File: src/ocp_cfg.svh
/*
 * Offsets, field positions, reset values and timing counts for the
 * overcurrent protection control block.
 * Assumes a 40 MHz system clock and an AXI4-Lite register port.
 */
`ifndef OCP_CFG_SVH
`define OCP_CFG_SVH

// Register indices; the byte address is four times the index
`define OCP_IDX_SEC_LIMIT 8'h26
`define OCP_IDX_FAST_SET 8'h27
`define OCP_IDX_STATUS 8'h2a
`define OCP_IDX_MASK 8'h2b
`define OCP_IDX_STATE 8'h2c

// Field positions of the fast overcurrent setting register
`define OCP_FLD_DEB_HI 7
`define OCP_FLD_DEB_LO 6
`define OCP_FLD_BAL_EN 5
`define OCP_FLD_SRC_SEL 4
`define OCP_FLD_CC_EN 3
`define OCP_FLD_BLANK 2
`define OCP_FLD_TMO_HI 1
`define OCP_FLD_TMO_LO 0

// Status and mask bit positions
`define OCP_ST_SEC_OCP 0
`define OCP_ST_FAST 1
`define OCP_ST_TIMEOUT 2
`define OCP_ST_CC 3

// Reset values
`define OCP_RST_SEC_LIMIT 8'hfe
`define OCP_RST_FAST_SET 8'h00
`define OCP_RST_MASK 4'h0

// Timing: clock period and debounce times in ns
`define OCP_CLK_PERIOD_NS 25
`define OCP_DEB1_NS 40
`define OCP_DEB2_NS 80
`define OCP_DEB3_NS 120
`define OCP_DEB1_CYC \
    ((`OCP_DEB1_NS + `OCP_CLK_PERIOD_NS - 1) / `OCP_CLK_PERIOD_NS)
`define OCP_DEB2_CYC \
    ((`OCP_DEB2_NS + `OCP_CLK_PERIOD_NS - 1) / `OCP_CLK_PERIOD_NS)
`define OCP_DEB3_CYC \
    ((`OCP_DEB3_NS + `OCP_CLK_PERIOD_NS - 1) / `OCP_CLK_PERIOD_NS)

// AXI responses
`define OCP_RESP_OKAY 2'b00
`define OCP_RESP_SLVERR 2'b10

`endif

File: src/ocp_pkg.sv
/*
 * Types shared by the overcurrent protection control files.
 * Assumes ocp_cfg.svh for the numeric layout.
 */
package ocp_pkg;

    // Fields of the fast overcurrent setting register, bit 7 first
    typedef struct packed {
        logic [1:0] debounce;    // Fast trip debounce code
        logic bal_en;            // Volt-second balance enable
        logic src_sel;           // Fast trip taken from external flag
        logic cc_en;             // Constant current mode enable
        logic blank;             // Balance spike blanking
        logic [1:0] timeout;     // Fast trip timeout code
    } ocp_setting_t;

    // Sticky event bits, bit 3 first
    typedef struct packed {
        logic cc;                // Entered constant current region
        logic timeout;           // Fast trip persisted too many cycles
        logic fast;              // Debounced fast trip
        logic sec_ocp;           // Secondary accurate overcurrent
    } ocp_status_t;

    // Secondary or primary current reading with its strobe
    typedef struct packed {
        logic valid;
        logic [7:0] value;
    } ocp_reading_t;

endpackage

File: src/ocp_ctrl.sv
/*
 * Overcurrent protection control with AXI4-Lite registers.
 * Assumes ADC readings and PWM drives on the same clock; trip pins are
 * asynchronous. cycle_start pulses once per switching cycle.
 */
// Contract
// (RL1) Compare 8-bit limit against secondary reading
// (RL2) Flag when reading strictly exceeds limit
// (RL3) Software keeps limit at or below 0xfe
// (RL4) Debounce fast trip 0/40/80/120 ns
// (RL5) Fast trip blanks PWM rest of cycle
// (RL6) Balance enable modulates bridge B and D
// (RL7) Source select picks external flag pin
// (RL8) Constant current mode 10% below limit
// (RL9) Blanking ignores spike at measurement start
// (RL10) Timeout of 1/2/4/8 switching cycles
// (RL11) Recompare on each reading, flag sticky
`timescale 1ns/10ps
`default_nettype none
`include "ocp_cfg.svh"

module ocp_ctrl
    import ocp_pkg::*;
(
    // Clock and reset
    input wire logic clk,
    input wire logic nrst,
    // AXI4-Lite write channels
    input wire logic [11:0] s_axi_awaddr,
    input wire logic s_axi_awvalid,
    output logic s_axi_awready,
    input wire logic [31:0] s_axi_wdata,
    input wire logic [3:0] s_axi_wstrb,
    input wire logic s_axi_wvalid,
    output logic s_axi_wready,
    output logic [1:0] s_axi_bresp,
    output logic s_axi_bvalid,
    input wire logic s_axi_bready,
    // AXI4-Lite read channels
    input wire logic [11:0] s_axi_araddr,
    input wire logic s_axi_arvalid,
    output logic s_axi_arready,
    output logic [31:0] s_axi_rdata,
    output logic [1:0] s_axi_rresp,
    output logic s_axi_rvalid,
    input wire logic s_axi_rready,
    // Current sense
    input wire ocp_reading_t secondary_current_sense,
    input wire logic primary_current_sense,
    input wire logic external_flag_input,
    input wire ocp_reading_t primary_sample,
    input wire logic primary_sample_bd,
    input wire logic measure_start,
    // PWM stage
    input wire logic cycle_start,
    input wire logic [3:0] pwm_in,
    output logic [3:0] pwm_out,
    output logic signed [7:0] balance_trim,
    output logic cc_active,
    // Interrupt
    output logic irq
);

    logic [7:0] limit_q; // Secondary overcurrent limit
    ocp_setting_t set_q; // Fast overcurrent setting
    ocp_status_t status_q; // Sticky events
    ocp_status_t mask_q; // Interrupt mask
    ocp_status_t event_d; // Events raised this cycle
    logic fast_trip; // Debounced fast trip level
    logic blank_q; // PWM blanked for rest of cycle
    logic [7:0] cc_level; // Constant current threshold
    logic cc_q; // Constant current region
    logic trip_seen_q; // Cycle had a fast trip
    logic [3:0] tmo_cnt_q; // Consecutive tripped cycles
    logic [3:0] tmo_need; // Cycles that make a timeout
    logic signed [9:0] bal_acc_q; // B minus D current integral
    logic skip_q; // Next primary sample is the spike
    logic [3:0] pwm_q; // Registered PWM drive
    logic signed [7:0] trim_q; // Registered balance trim
    logic bvalid_q; // Write response pending
    logic [1:0] bresp_q; // Write response code
    logic rvalid_q; // Read data pending
    logic [1:0] rresp_q; // Read response code
    logic [31:0] rdata_q; // Read data
    logic wr_go; // Write taken this cycle
    logic rd_go; // Read taken this cycle
    logic clr_wr; // Write-one-to-clear of status

    // Byte address to register index; low two bits are ignored
    function automatic logic [7:0] reg_idx(input logic [11:0] addr);
        reg_idx = addr[9:2];
    endfunction

    // Ninety percent of the limit, rounded down
    function automatic logic [7:0] ninety_pct(input logic [7:0] v);
        logic [11:0] prod;
        prod = 12'({4'h0, v} * 12'h009);
        ninety_pct = 8'(prod / 12'h00a);
    endfunction

    // Fast path: sync, source select and debounce
    ocp_fast_trip ocp_fast_trip_inst (
        .clk(clk),
        .nrst(nrst),
        .primary_current_sense(primary_current_sense),
        .external_flag_input(external_flag_input),
        .src_sel(set_q.src_sel),
        .debounce(set_q.debounce),
        .trip(fast_trip)
    );

    // AXI handshakes: address and data are taken together only
    assign wr_go = s_axi_awvalid && s_axi_wvalid && !bvalid_q;
    assign s_axi_awready = wr_go;
    assign s_axi_wready = wr_go;
    assign rd_go = s_axi_arvalid && !rvalid_q;
    assign s_axi_arready = rd_go;
    assign clr_wr = wr_go && s_axi_wstrb[0] &&
        reg_idx(s_axi_awaddr) == `OCP_IDX_STATUS;

    // Software-written registers; only byte lane 0 holds data
    always_ff @(posedge clk or negedge nrst) begin
        if (!nrst) begin
            limit_q <= `OCP_RST_SEC_LIMIT;
            set_q <= `OCP_RST_FAST_SET;
            mask_q <= `OCP_RST_MASK;
        end else if (wr_go && s_axi_wstrb[0]) begin
            case (reg_idx(s_axi_awaddr))
                `OCP_IDX_SEC_LIMIT: limit_q <= s_axi_wdata[7:0];
                `OCP_IDX_FAST_SET: set_q <= s_axi_wdata[7:0];
                `OCP_IDX_MASK: mask_q <= s_axi_wdata[3:0];
                default: ;
            endcase
        end
    end

    // Write response; unmapped addresses answer SLVERR
    always_ff @(posedge clk or negedge nrst) begin
        if (!nrst) begin
            bvalid_q <= 1'b0;
            bresp_q <= `OCP_RESP_OKAY;
        end else if (wr_go) begin
            bvalid_q <= 1'b1;
            case (reg_idx(s_axi_awaddr))
                `OCP_IDX_SEC_LIMIT, `OCP_IDX_FAST_SET, `OCP_IDX_STATUS,
                `OCP_IDX_MASK, `OCP_IDX_STATE: bresp_q <= `OCP_RESP_OKAY;
                default: bresp_q <= `OCP_RESP_SLVERR;
            endcase
        end else if (s_axi_bready) begin
            bvalid_q <= 1'b0;
        end
    end

    // Read data path; reserved bits read zero
    always_ff @(posedge clk or negedge nrst) begin
        if (!nrst) begin
            rvalid_q <= 1'b0;
            rresp_q <= `OCP_RESP_OKAY;
            rdata_q <= 32'h0;
        end else if (rd_go) begin
            rvalid_q <= 1'b1;
            rresp_q <= `OCP_RESP_OKAY;
            case (reg_idx(s_axi_araddr))
                `OCP_IDX_SEC_LIMIT: rdata_q <= {24'h0, limit_q};
                `OCP_IDX_FAST_SET: rdata_q <= {24'h0, set_q};
                `OCP_IDX_STATUS: rdata_q <= {28'h0, status_q};
                `OCP_IDX_MASK: rdata_q <= {28'h0, mask_q};
                `OCP_IDX_STATE: rdata_q <= {29'h0, blank_q, cc_q, fast_trip};
                default: begin
                    rdata_q <= 32'h0;
                    rresp_q <= `OCP_RESP_SLVERR;
                end
            endcase
        end else if (s_axi_rready) begin
            rvalid_q <= 1'b0;
        end
    end

    assign s_axi_bvalid = bvalid_q;
    assign s_axi_bresp = bresp_q;
    assign s_axi_rvalid = rvalid_q;
    assign s_axi_rresp = rresp_q;
    assign s_axi_rdata = rdata_q;

    // Constant current level tracks the limit; a limit of 0xff is
    // not allowed, so the strict compare below always can trip
    assign cc_level = ninety_pct(limit_q); // RL8 RL3

    // Constant current region, re-judged on every fresh reading
    always_ff @(posedge clk or negedge nrst) begin
        if (!nrst) begin
            cc_q <= 1'b0;
        end else if (!set_q.cc_en) begin
            cc_q <= 1'b0; // RL8
        end else if (secondary_current_sense.valid) begin
            cc_q <= secondary_current_sense.value > cc_level; // RL8
        end
    end
    assign cc_active = cc_q;

    // Events raised this cycle
    always_comb begin
        event_d = '0;
        event_d.sec_ocp = secondary_current_sense.valid &&
            (secondary_current_sense.value > limit_q); // RL1 RL2 RL11
        event_d.fast = fast_trip && !blank_q;
        event_d.timeout = cycle_start && trip_seen_q &&
            (tmo_cnt_q + 4'h1 >= tmo_need); // RL10
        event_d.cc = set_q.cc_en && secondary_current_sense.valid &&
            !cc_q && (secondary_current_sense.value > cc_level);
    end

    // Sticky status; a new event wins over a clear in the same cycle
    always_ff @(posedge clk or negedge nrst) begin
        if (!nrst) begin
            status_q <= '0;
        end else if (clr_wr) begin
            status_q <= (status_q & ~s_axi_wdata[3:0]) | event_d; // RL11
        end else begin
            status_q <= status_q | event_d; // RL11
        end
    end

    assign irq = |(status_q & mask_q);

    // Blank PWM from a fast trip to the next cycle start; a trip that
    // lands on the cycle start blanks the new cycle too
    always_ff @(posedge clk or negedge nrst) begin
        if (!nrst) begin
            blank_q <= 1'b0;
        end else if (fast_trip) begin
            blank_q <= 1'b1; // RL5
        end else if (cycle_start) begin
            blank_q <= 1'b0;
        end
    end

    // Registered PWM drive, gated by blanking and the live trip
    always_ff @(posedge clk or negedge nrst) begin
        if (!nrst) begin
            pwm_q <= 4'h0;
        end else if (fast_trip || blank_q) begin
            pwm_q <= 4'h0; // RL5
        end else begin
            pwm_q <= pwm_in;
        end
    end
    assign pwm_out = pwm_q;

    // Timeout: count switching cycles that saw a trip in a row
    assign tmo_need = 4'h1 << set_q.timeout; // RL10
    always_ff @(posedge clk or negedge nrst) begin
        if (!nrst) begin
            trip_seen_q <= 1'b0;
            tmo_cnt_q <= 4'h0;
        end else if (cycle_start) begin
            trip_seen_q <= fast_trip;
            if (!trip_seen_q || event_d.timeout) begin
                tmo_cnt_q <= 4'h0; // RL10
            end else begin
                tmo_cnt_q <= tmo_cnt_q + 4'h1;
            end
        end else if (fast_trip) begin
            trip_seen_q <= 1'b1;
        end
    end

    // Spike blanking: drop the first sample of each measurement
    always_ff @(posedge clk or negedge nrst) begin
        if (!nrst) begin
            skip_q <= 1'b0;
        end else if (measure_start) begin
            skip_q <= set_q.blank; // RL9
        end else if (primary_sample.valid) begin
            skip_q <= 1'b0;
        end
    end

    // Integrate B-phase minus D-phase primary current, saturating;
    // the integral is held at zero while balance is off
    always_ff @(posedge clk or negedge nrst) begin
        if (!nrst) begin
            bal_acc_q <= 10'sh0;
        end else if (!set_q.bal_en) begin
            bal_acc_q <= 10'sh0;
        end else if (primary_sample.valid && !skip_q) begin // RL9
            if (primary_sample_bd) begin
                bal_acc_q <= (bal_acc_q > 10'sh1ff - 10'sh0ff) ?
                    10'sh1ff : bal_acc_q + $signed({2'b00,
                    primary_sample.value}); // RL6
            end else begin
                bal_acc_q <= (bal_acc_q < -10'sh200 + 10'sh0ff) ?
                    -10'sh200 : bal_acc_q - $signed({2'b00,
                    primary_sample.value}); // RL6
            end
        end
    end

    // Trim: B gets minus trim and D plus trim in the PWM stage
    always_ff @(posedge clk or negedge nrst) begin
        if (!nrst) begin
            trim_q <= 8'sh0;
        end else begin
            trim_q <= set_q.bal_en ? bal_acc_q[9:2] : 8'sh0; // RL6
        end
    end
    assign balance_trim = trim_q;

    property p_sec_flag;
        @(posedge clk) disable iff (!nrst)
        (secondary_current_sense.valid &&
         secondary_current_sense.value > limit_q) |=> status_q.sec_ocp;
    endproperty
    a_sec_flag: assert property (p_sec_flag) // RL2
        else $error("Secondary overcurrent flag not set");

    property p_sec_quiet;
        @(posedge clk) disable iff (!nrst)
        (!status_q.sec_ocp && secondary_current_sense.valid &&
         secondary_current_sense.value <= limit_q && !clr_wr)
            |=> !status_q.sec_ocp;
    endproperty
    a_sec_quiet: assert property (p_sec_quiet) // RL1
        else $error("Secondary flag set at or below the limit");

    property p_sticky;
        @(posedge clk) disable iff (!nrst)
        (status_q.sec_ocp && !clr_wr) |=> status_q.sec_ocp;
    endproperty
    a_sticky: assert property (p_sticky) // RL11
        else $error("Secondary flag dropped without a clear");

    property p_blank;
        @(posedge clk) disable iff (!nrst)
        fast_trip |=> (pwm_out == 4'h0) && blank_q;
    endproperty
    a_blank: assert property (p_blank) // RL5
        else $error("PWM not blanked after fast trip");

    property p_blank_cycle;
        @(posedge clk) disable iff (!nrst)
        (blank_q && !cycle_start) |=> blank_q;
    endproperty
    a_blank_cycle: assert property (p_blank_cycle) // RL5
        else $error("Blanking ended inside the switching cycle");

    property p_cc;
        @(posedge clk) disable iff (!nrst)
        (set_q.cc_en && secondary_current_sense.valid &&
         secondary_current_sense.value > cc_level) |=> cc_active;
    endproperty
    a_cc: assert property (p_cc) // RL8
        else $error("Constant current mode not entered");

    property p_cc_off;
        @(posedge clk) disable iff (!nrst)
        !set_q.cc_en |=> !cc_active;
    endproperty
    a_cc_off: assert property (p_cc_off) // RL8
        else $error("Constant current active while disabled");

    property p_bal_off;
        @(posedge clk) disable iff (!nrst)
        !set_q.bal_en [*2] |-> balance_trim == 8'sh0;
    endproperty
    a_bal_off: assert property (p_bal_off) // RL6
        else $error("Balance trim nonzero while disabled");

    property p_skip;
        @(posedge clk) disable iff (!nrst)
        (skip_q && primary_sample.valid && set_q.bal_en)
            |=> $stable(bal_acc_q);
    endproperty
    a_skip: assert property (p_skip) // RL9
        else $error("Blanked spike sample was integrated");

    property p_tmo_one;
        @(posedge clk) disable iff (!nrst)
        (set_q.timeout == 2'b00 && cycle_start && trip_seen_q)
            |=> status_q.timeout;
    endproperty
    a_tmo_one: assert property (p_tmo_one) // RL10
        else $error("One-cycle fast trip timeout missed");

endmodule
`default_nettype wire

File: src/ocp_fast_trip.sv
/*
 * Fast overcurrent trip: synchronises both trip pins, selects the source
 * and debounces it. Assumes pins are asynchronous comparator levels.
 */
`timescale 1ns/10ps
`default_nettype none
`include "ocp_cfg.svh"

module ocp_fast_trip
    import ocp_pkg::*;
(
    // Clock and reset
    input wire logic clk,
    input wire logic nrst,
    // Pins
    input wire logic primary_current_sense,
    input wire logic external_flag_input,
    // Settings
    input wire logic src_sel,
    input wire logic [1:0] debounce,
    // Result
    output logic trip
);

    logic [1:0] meta_q;          // First synchroniser stage
    logic [1:0] sync_q;          // Second stage, safe to read
    logic above;                 // Selected source level
    logic [2:0] cnt_q;           // Cycles the source has been above
    logic [2:0] need;            // Cycles required by the debounce code

    // Debounce code to a cycle count, least times rounded up
    function automatic logic [2:0] deb_cycles(input logic [1:0] code);
        case (code)
            2'b01: deb_cycles = 3'(`OCP_DEB1_CYC);
            2'b10: deb_cycles = 3'(`OCP_DEB2_CYC);
            2'b11: deb_cycles = 3'(`OCP_DEB3_CYC);
            default: deb_cycles = 3'h0;
        endcase
    endfunction

    // Two-flop synchronisers for both pins
    always_ff @(posedge clk or negedge nrst) begin
        if (!nrst) begin
            meta_q <= 2'h0;
            sync_q <= 2'h0;
        end else begin
            meta_q <= {external_flag_input, primary_current_sense};
            sync_q <= meta_q;
        end
    end

    assign above = src_sel ? sync_q[1] : sync_q[0]; // RL7
    assign need = deb_cycles(debounce);

    // Count consecutive cycles above; saturates so a long event holds
    always_ff @(posedge clk or negedge nrst) begin
        if (!nrst) begin
            cnt_q <= 3'h0;
        end else if (!above) begin
            cnt_q <= 3'h0;
        end else if (cnt_q != 3'h7) begin
            cnt_q <= cnt_q + 3'h1;
        end
    end

    assign trip = above && (cnt_q >= need); // RL4

    property p_deb_hold;
        @(posedge clk) disable iff (!nrst)
        (trip && debounce == 2'b11) |->
            $past(above, 1) && $past(above, 5);
    endproperty
    a_deb_hold: assert property (p_deb_hold) // RL4
        else $error("Fast trip before 120 ns debounce");

    property p_src_ext;
        @(posedge clk) disable iff (!nrst)
        (src_sel && debounce == 2'b00 && sync_q[1]) |-> trip;
    endproperty
    a_src_ext: assert property (p_src_ext) // RL7
        else $error("External flag did not trip fast path");

endmodule
`default_nettype wire

File: config.mk
export PLATFORM = sky130hd
export DESIGN_NAME = ocp_ctrl
export DESIGN_NICKNAME = d
export VERILOG_FILES = /design/src/ocp_pkg.sv /design/src/ocp_ctrl.sv /design/src/ocp_fast_trip.sv
export VERILOG_INCLUDE_DIRS = /design/src
export SDC_FILE = /design/constraint.sdc
export NUM_CORES = 1
export LEC_CHECK = 0
export ABC_AREA = 1
export BUFFER_PORTS_ARGS = -buffer_cell sky130_fd_sc_hd__buf_4
export CORE_ASPECT_RATIO = 0.9
export CORE_MARGIN = 4
export CORE_UTILIZATION = 50
export CTS_CLUSTER_DIAMETER = 120
export DETAILED_ROUTE_END_ITERATION = 8
export PLACE_DENSITY = 0.87
export SYNTH_ARGS = -nofsm -noshare
export SYNTH_HDL_FRONTEND = slang
export SYNTH_HIERARCHICAL = 1
export SYNTH_SLANG_ARGS = --single-unit
File: constraint.sdc
create_clock -name clk -period 5.7 [get_ports clk]
set_input_delay 0.57 -clock clk [delete_from_list [all_inputs] [get_ports clk]]
set_output_delay 0.57 -clock clk [all_outputs]
set_load 0.05 [all_outputs]
Word-level counts from Yosys, hierarchy flattened
Cells that the tools add are included. Widths: inputs -> output; s select.

Word-level logic and storage cells: 126. Bits in registers: 99. Output and inout bits: 55. Bits of input ports: 94.

Divide/modulo/power cells: 1. Magnitude comparators: 6. Reductions and logical operators: 32. Mux-type cells: 28. Add/subtract/negate cells: 4. Equality and inequality tests: 17. Multipliers: 1. Shifts and indexed selects: 1. Bitwise operators: 5.

Operator list (number): $eq 8x6->1 const B (10); $mux 10 (5); $pmux 8 s5 (1); $gt 8x8->1 (2); $logic_and 1x1->1 (14); $mux 1 (13); $div 12x4->12 const B (1); $mul 8x4->12 const B (1); $mux 4 (3); $add 10x9->10 (1); $gt 10x10->1 const B (1); $lt 10x10->1 const B (1); $reduce_or 5->1 (2); $sub 10x9->10 (1); $pmux 3 s3 (1); $and 4x4->4 (2); $mux 8 (1); $or 4x4->4 (2); $reduce_bool 2->1 (4); $logic_not 1->1 (6); $mux 3 (2); $reduce_and 2->1 (3); $add 4x1->4 const B (1); $eq 2x2->1 const B (2); other kinds (12) (15).

Longest topological paths before layout
Depth after elaboration: 7. Mapped depth: 54. Depth with buffers taken out: 54.

Modules after synthesis
The synthesis kept the hierarchy.

By module, submodules not included: ocp_ctrl (instances 1, seq. area each 1660.3 µm², area an instance 5252.5 µm², cells each 720); ocp_fast_trip (instances 1, seq. area each 175.2 µm², area an instance 362.8 µm², cells each 41).

Worst setup path before layout
No wires, ideal clock.

Path type: register to register. From: register limit_q[3]. To: register status_q[3] (netlist name). Buffers on the path: 0. Period minus slack after synthesis: 4690 ps. Arrival: 4605 ps. Stages on the path, launching flop included: 48. Data required time: 5615 ps. Path slack: 1010 ps. Setup time: 85 ps. Path through: dfstp_2 ha_1 ha_1 inv_1 fa_1 inv_1 nand3_1 nand2_4 xor2_4 nand3_2 nand2_2 nand2_2 nand2_1 nand2_2 nand2_4 nand2_2 nand2_1 nand3_2 [... 12 more ...] nand2_2 nand2_1 nand2_1 nand2_1 inv_1 nand2_2 nand3_1 nand2_1 nand2_1 nand3_1 ha_1 inv_1 a21oi_1 o21ai_0 nand2_1 o211ai_1 nand3_1 o21ai_0.

Word-level cells in the longest chain between the ends: 6. Elaborated cells on any way between the ends: 7. Those cells by class: mul: 1; div: 1; order compare: 1; mux: 1; bitwise: 2; reduce/logical: 1.

Ends and longest elaborated chain: start, declared (RTL line ocp_ctrl.sv:64) `logic [7:0] limit_q;`; start signal, assigned (RTL line ocp_ctrl.sv:124) `` limit_q <= `OCP_RST_SEC_LIMIT; ``; start signal, assigned (RTL line ocp_ctrl.sv:129) `` `OCP_IDX_SEC_LIMIT: limit_q <= s_axi_wdata[7:0]; ``; $mul 8x4->12 * (RTL line ocp_ctrl.sv:97) `prod = 12'({4'h0, v} * 12'h009);`; $div 12x4->12 * (RTL line ocp_ctrl.sv:98) `ninety_pct = 8'(prod / 12'h00a);`; $gt 8x8->1 * (RTL line ocp_ctrl.sv:210) `!cc_q && (secondary_current_sense.value > cc_level);`; $logic_and 1x1->1 * (RTL line ocp_ctrl.sv:210); $or 4x4->4 (on tied branches) (RTL line ocp_ctrl.sv:220, ocp_ctrl.sv:218); $mux 4 * (RTL line ocp_ctrl.sv:217) `end else if (clr_wr) begin`; end signal, assigned (RTL line ocp_ctrl.sv:218) `status_q <= (status_q & ~s_axi_wdata[3:0]) | event_d;`; end signal, assigned (RTL line ocp_ctrl.sv:220) `status_q <= status_q | event_d;`; end, declared (RTL line ocp_ctrl.sv:66) `ocp_status_t status_q;`.

Mark *: on every way between the ends. The rest lies on a longest branch, timed or not. A chain may end at the register's enable or synchronous reset.

Worst setup path in the final report
Same ends and word-level chain as after synthesis.

==> summary.txt <==
Floorplanning
  – Starting Density: 51.52%
  – Die Y-Extent: approximately 110 um
  – Core Area: 10,900 um2
  – IO Pins: 149
  – # rows: 36
  – DIE AREA: approximately 13,000 um2
  – Chip width: about 120 um

Synth
  – Synth top area cells: dfrtp_1 29%, ha_1 12%, nand2_1 11%
  – Synth unique cells: 44
  – Share of the synthesized area in the top cell type: about 29%
  – Post-Syn Area: roughly 5600 um2
  – Post-synth EDFFs: 0
  – Synth Register Bits: 73
  – Mapped Cells: around 760
  – Seq/Total Area, Yosys: about a third
  – Leading area contributor after synthesis: dfrtp_1
  – Most frequent cells after synthesis: 169 x nand2_1, 137 x inv_1, 68 x o21ai_0
  – Fraction of registers with async set/reset: 100.0%
  – Avg Synthesized Cell Area: approximately 7.4 um2
  – Ys flop type: dfrtp_1
  – Most numerous cell in the Yosys netlist: nand2_1
  – Yosys warning count: 6

Clock network
  – TritonCTS clock tree: done
  – Clock sink count: 73
  – H-tree Lvls: 3
  – Hold Buf Count CTS: 0
  – Worst-path clk slew: about 0.060 ns
  – Bufs on Longest Clock Path: 2
  – Worst-skew pair later-pin latency: 0.34 ns
  – Cts bufs inserted: 9
  – Root Driver: clkbuf_16

Setup path
  – Critical path's slowest cell: dfstp_2
  – CP Data Arrival Time: roughly 5.6 ns
  – Critical-path maximum fanout: 5
  – Crit Path Category: reg -> reg
  – Crit-path max cell delay: between 0.5 and 0.6 ns
  – Startpoint Class: register
  – Reg2Reg Setup Slack: ~0.40 ns
  – Critical path capture point type: register
  – Worst Path Required: 5.97 ns
  – Most common cell on crit path: nand2_4

Min path
  – Worst hold path class: in -> reg

Global route
  – Total track usage: between 20% and 30%
  – Initial antenna violation count: 0
  – Largest net degree at the start of global routing: 74
  – Global route overflow: 0
  – Vias in the first global route: just over 5,000
  – Global-route wire length before repair: 22,960 um

Layout
  – Share of layout cells above drive strength 1: 20.81%
  – Antenna fix cells: 0
  – Area grow syn2layout: 21.17%
  – Nets@finish: 1,009
  – Final Cell Area: between 6000 and 7000 um2

Pwr
  – Peak VDD IR: approximately 0.00020 V
  – Power Density: 222.6 nW/um2
  – Leakage: 0.003747 uW

STA
  – Least-Margin Pin Slew: around 1 ns
  – Clock Skews: a little over 0.009 ns
  – Max Freq: around 190 MHz
  – Post-route clock period utilization: between 90 and 100%
  – Setup ws final: 0.4012 ns
  – Minimum clock period: 5.299 ns
  – Max-slew violations: 0
  – Final hold violations: 0
  – Slew headroom: between 30% and 40%
  – Final Setup Violations: 0

Drt
  – Initial detailed-routing violation count: 412
  – Wire length on met1: 6046 um
  – Wire length on met3: 1015 um
  – Vias: around 5,300
  – DR vias/cell: approximately 5.2
  – Met2 WL: roughly 6700 um
  – Antenna viol nets, final: 0
  – Wirelength per Cell: around 14 um
  – Routed wire length: around 14,000 um
  – DRC viols: 4
  – Highest routed metal layer: met4
  – 1st-pass router iterations: 9

Place
  – DP HPWL: 10,640 um
  – Placer Congestion: about 0.9
  – Port bufs: 87
  – Placement Setup Slack: 0.3824 ns
  – DP Area: 6335 um2

Outcome
  – Violated checks: design-rule violations
  – Run status: finished, violations left

Flow run
  – Max-Cap Viols: 0
-- placed cells by master (no fill, tap or decap), types with 4 or more instances in the layout --
cell type	n
dfstp_2	7
dfrtp_1	66
buf_4	94
ha_1	48
clkbuf_16	9
nor2_1	36
nor3_1	10
o31ai_1	5
nand3_1	33
o22ai_1	7
inv_1	135
nand3_2	10
o211ai_1	4
xor2_1	13
o21ai_1	5
nand4_1	8
nand2_1	162
nand2_2	19
conb_1	26
nor4_1	5
nand2_4	10
a21oi_1	36
inv_2	11
o21ai_0	65
-- layout make-up --
cell class / instances / area [um2]
timing repair buffer: 94 / 705.7
clock inverter: 7 / 93.84
multi-input combinational: 536 / 3206
inverter: 146 / 548.0
fill: 953 / 4096
clock buffer: 9 / 225.2
sequential: 73 / 1836
tap: 152 / 190.2
-- per-stage QoR --
step / total power (uW) / hold slack [ns] / utilization [%] / TNS [ns] / std cells
6_report: 1515 / 0.3437 / 62.42 / 0 / 1017
5_1_grt: 1591 / 0.3302 / 62.42 / -0.06206 / 1017
4_1_cts: 1516 / 0.3325 / 61.04 / 0 / 1010
3_5_place_dp: 905.2 / 0.3450 / 58.12 / 0 / 994
3_3_place_gp: 896.5 / 0.3456 / 58.12 / 0 / 994
2_1_floorplan: 812.3 / 0.2744 / - / 0 / 786
-- final timing paths --
check | from | to | depth (start not counted)
worst max-delay path | limit_q[3] | status_q[3] | 47
worst min-delay path | external_flag_input | ocp_fast_trip_inst/meta_q[1] | 1
worst max register to register | limit_q[3] | status_q[3] | 47
worst min register to register | ocp_fast_trip_inst/meta_q[0] | ocp_fast_trip_inst/sync_q[0] | 0
max in group asynchronous | nrst | set_q[6] | 1
min in group asynchronous | nrst | tmo_cnt_q[1] | 1
-- routing by layer --
metal	global-route usage, %	vias to the layer above
met2	35.44	220
met1	28.44	2450
met3	4.969	36
met4	8.994	0
li1	-	2602
met5	0	-
-- power by group --
part / switching, uW / internal, uW
logic: 222 / 117
clock network: 225 / 383
registers: 21.1 / 546
total: 469 / 1050
-- state kept, by name, indices dropped and copies added (netlist names), 8 cells and up --
name          count
bal_acc_q        10
balance_trim      8
limit_q           8
s_axi_rdata       8
set_q             8
-- worst max-delay path: cells and delay by family, from the launching register on --
family,cells,cell delay [ns]
xor+xnor,1,0.17
buf+inv,5,0.31
compound gates,4,0.44
simple gates,33,2.80
flops,1,0.56
fa+ha+maj,4,0.93
-- timing repair --
action / in CTS / in global routing
gates resized for setup: 0 / 28
setup buffers: 0 / 7
setup endpoints to repair: 0 / 2
-- cell families after synthesis --
group                      Yosys count  synth area share (%)
AOI/OAI and AO/OA                  138                 13.77
xor gates and xnor gates            17                 2.986
adders and majority gates           55                 12.66
buffers and inverters              177                 13.64
DFF                                 73                 32.69
muxes                                1                0.1783
other                                1               0.06678
and+or+nand+nor                    299                 24.02
No activity file was read; power rests on OpenSTA's default activity.
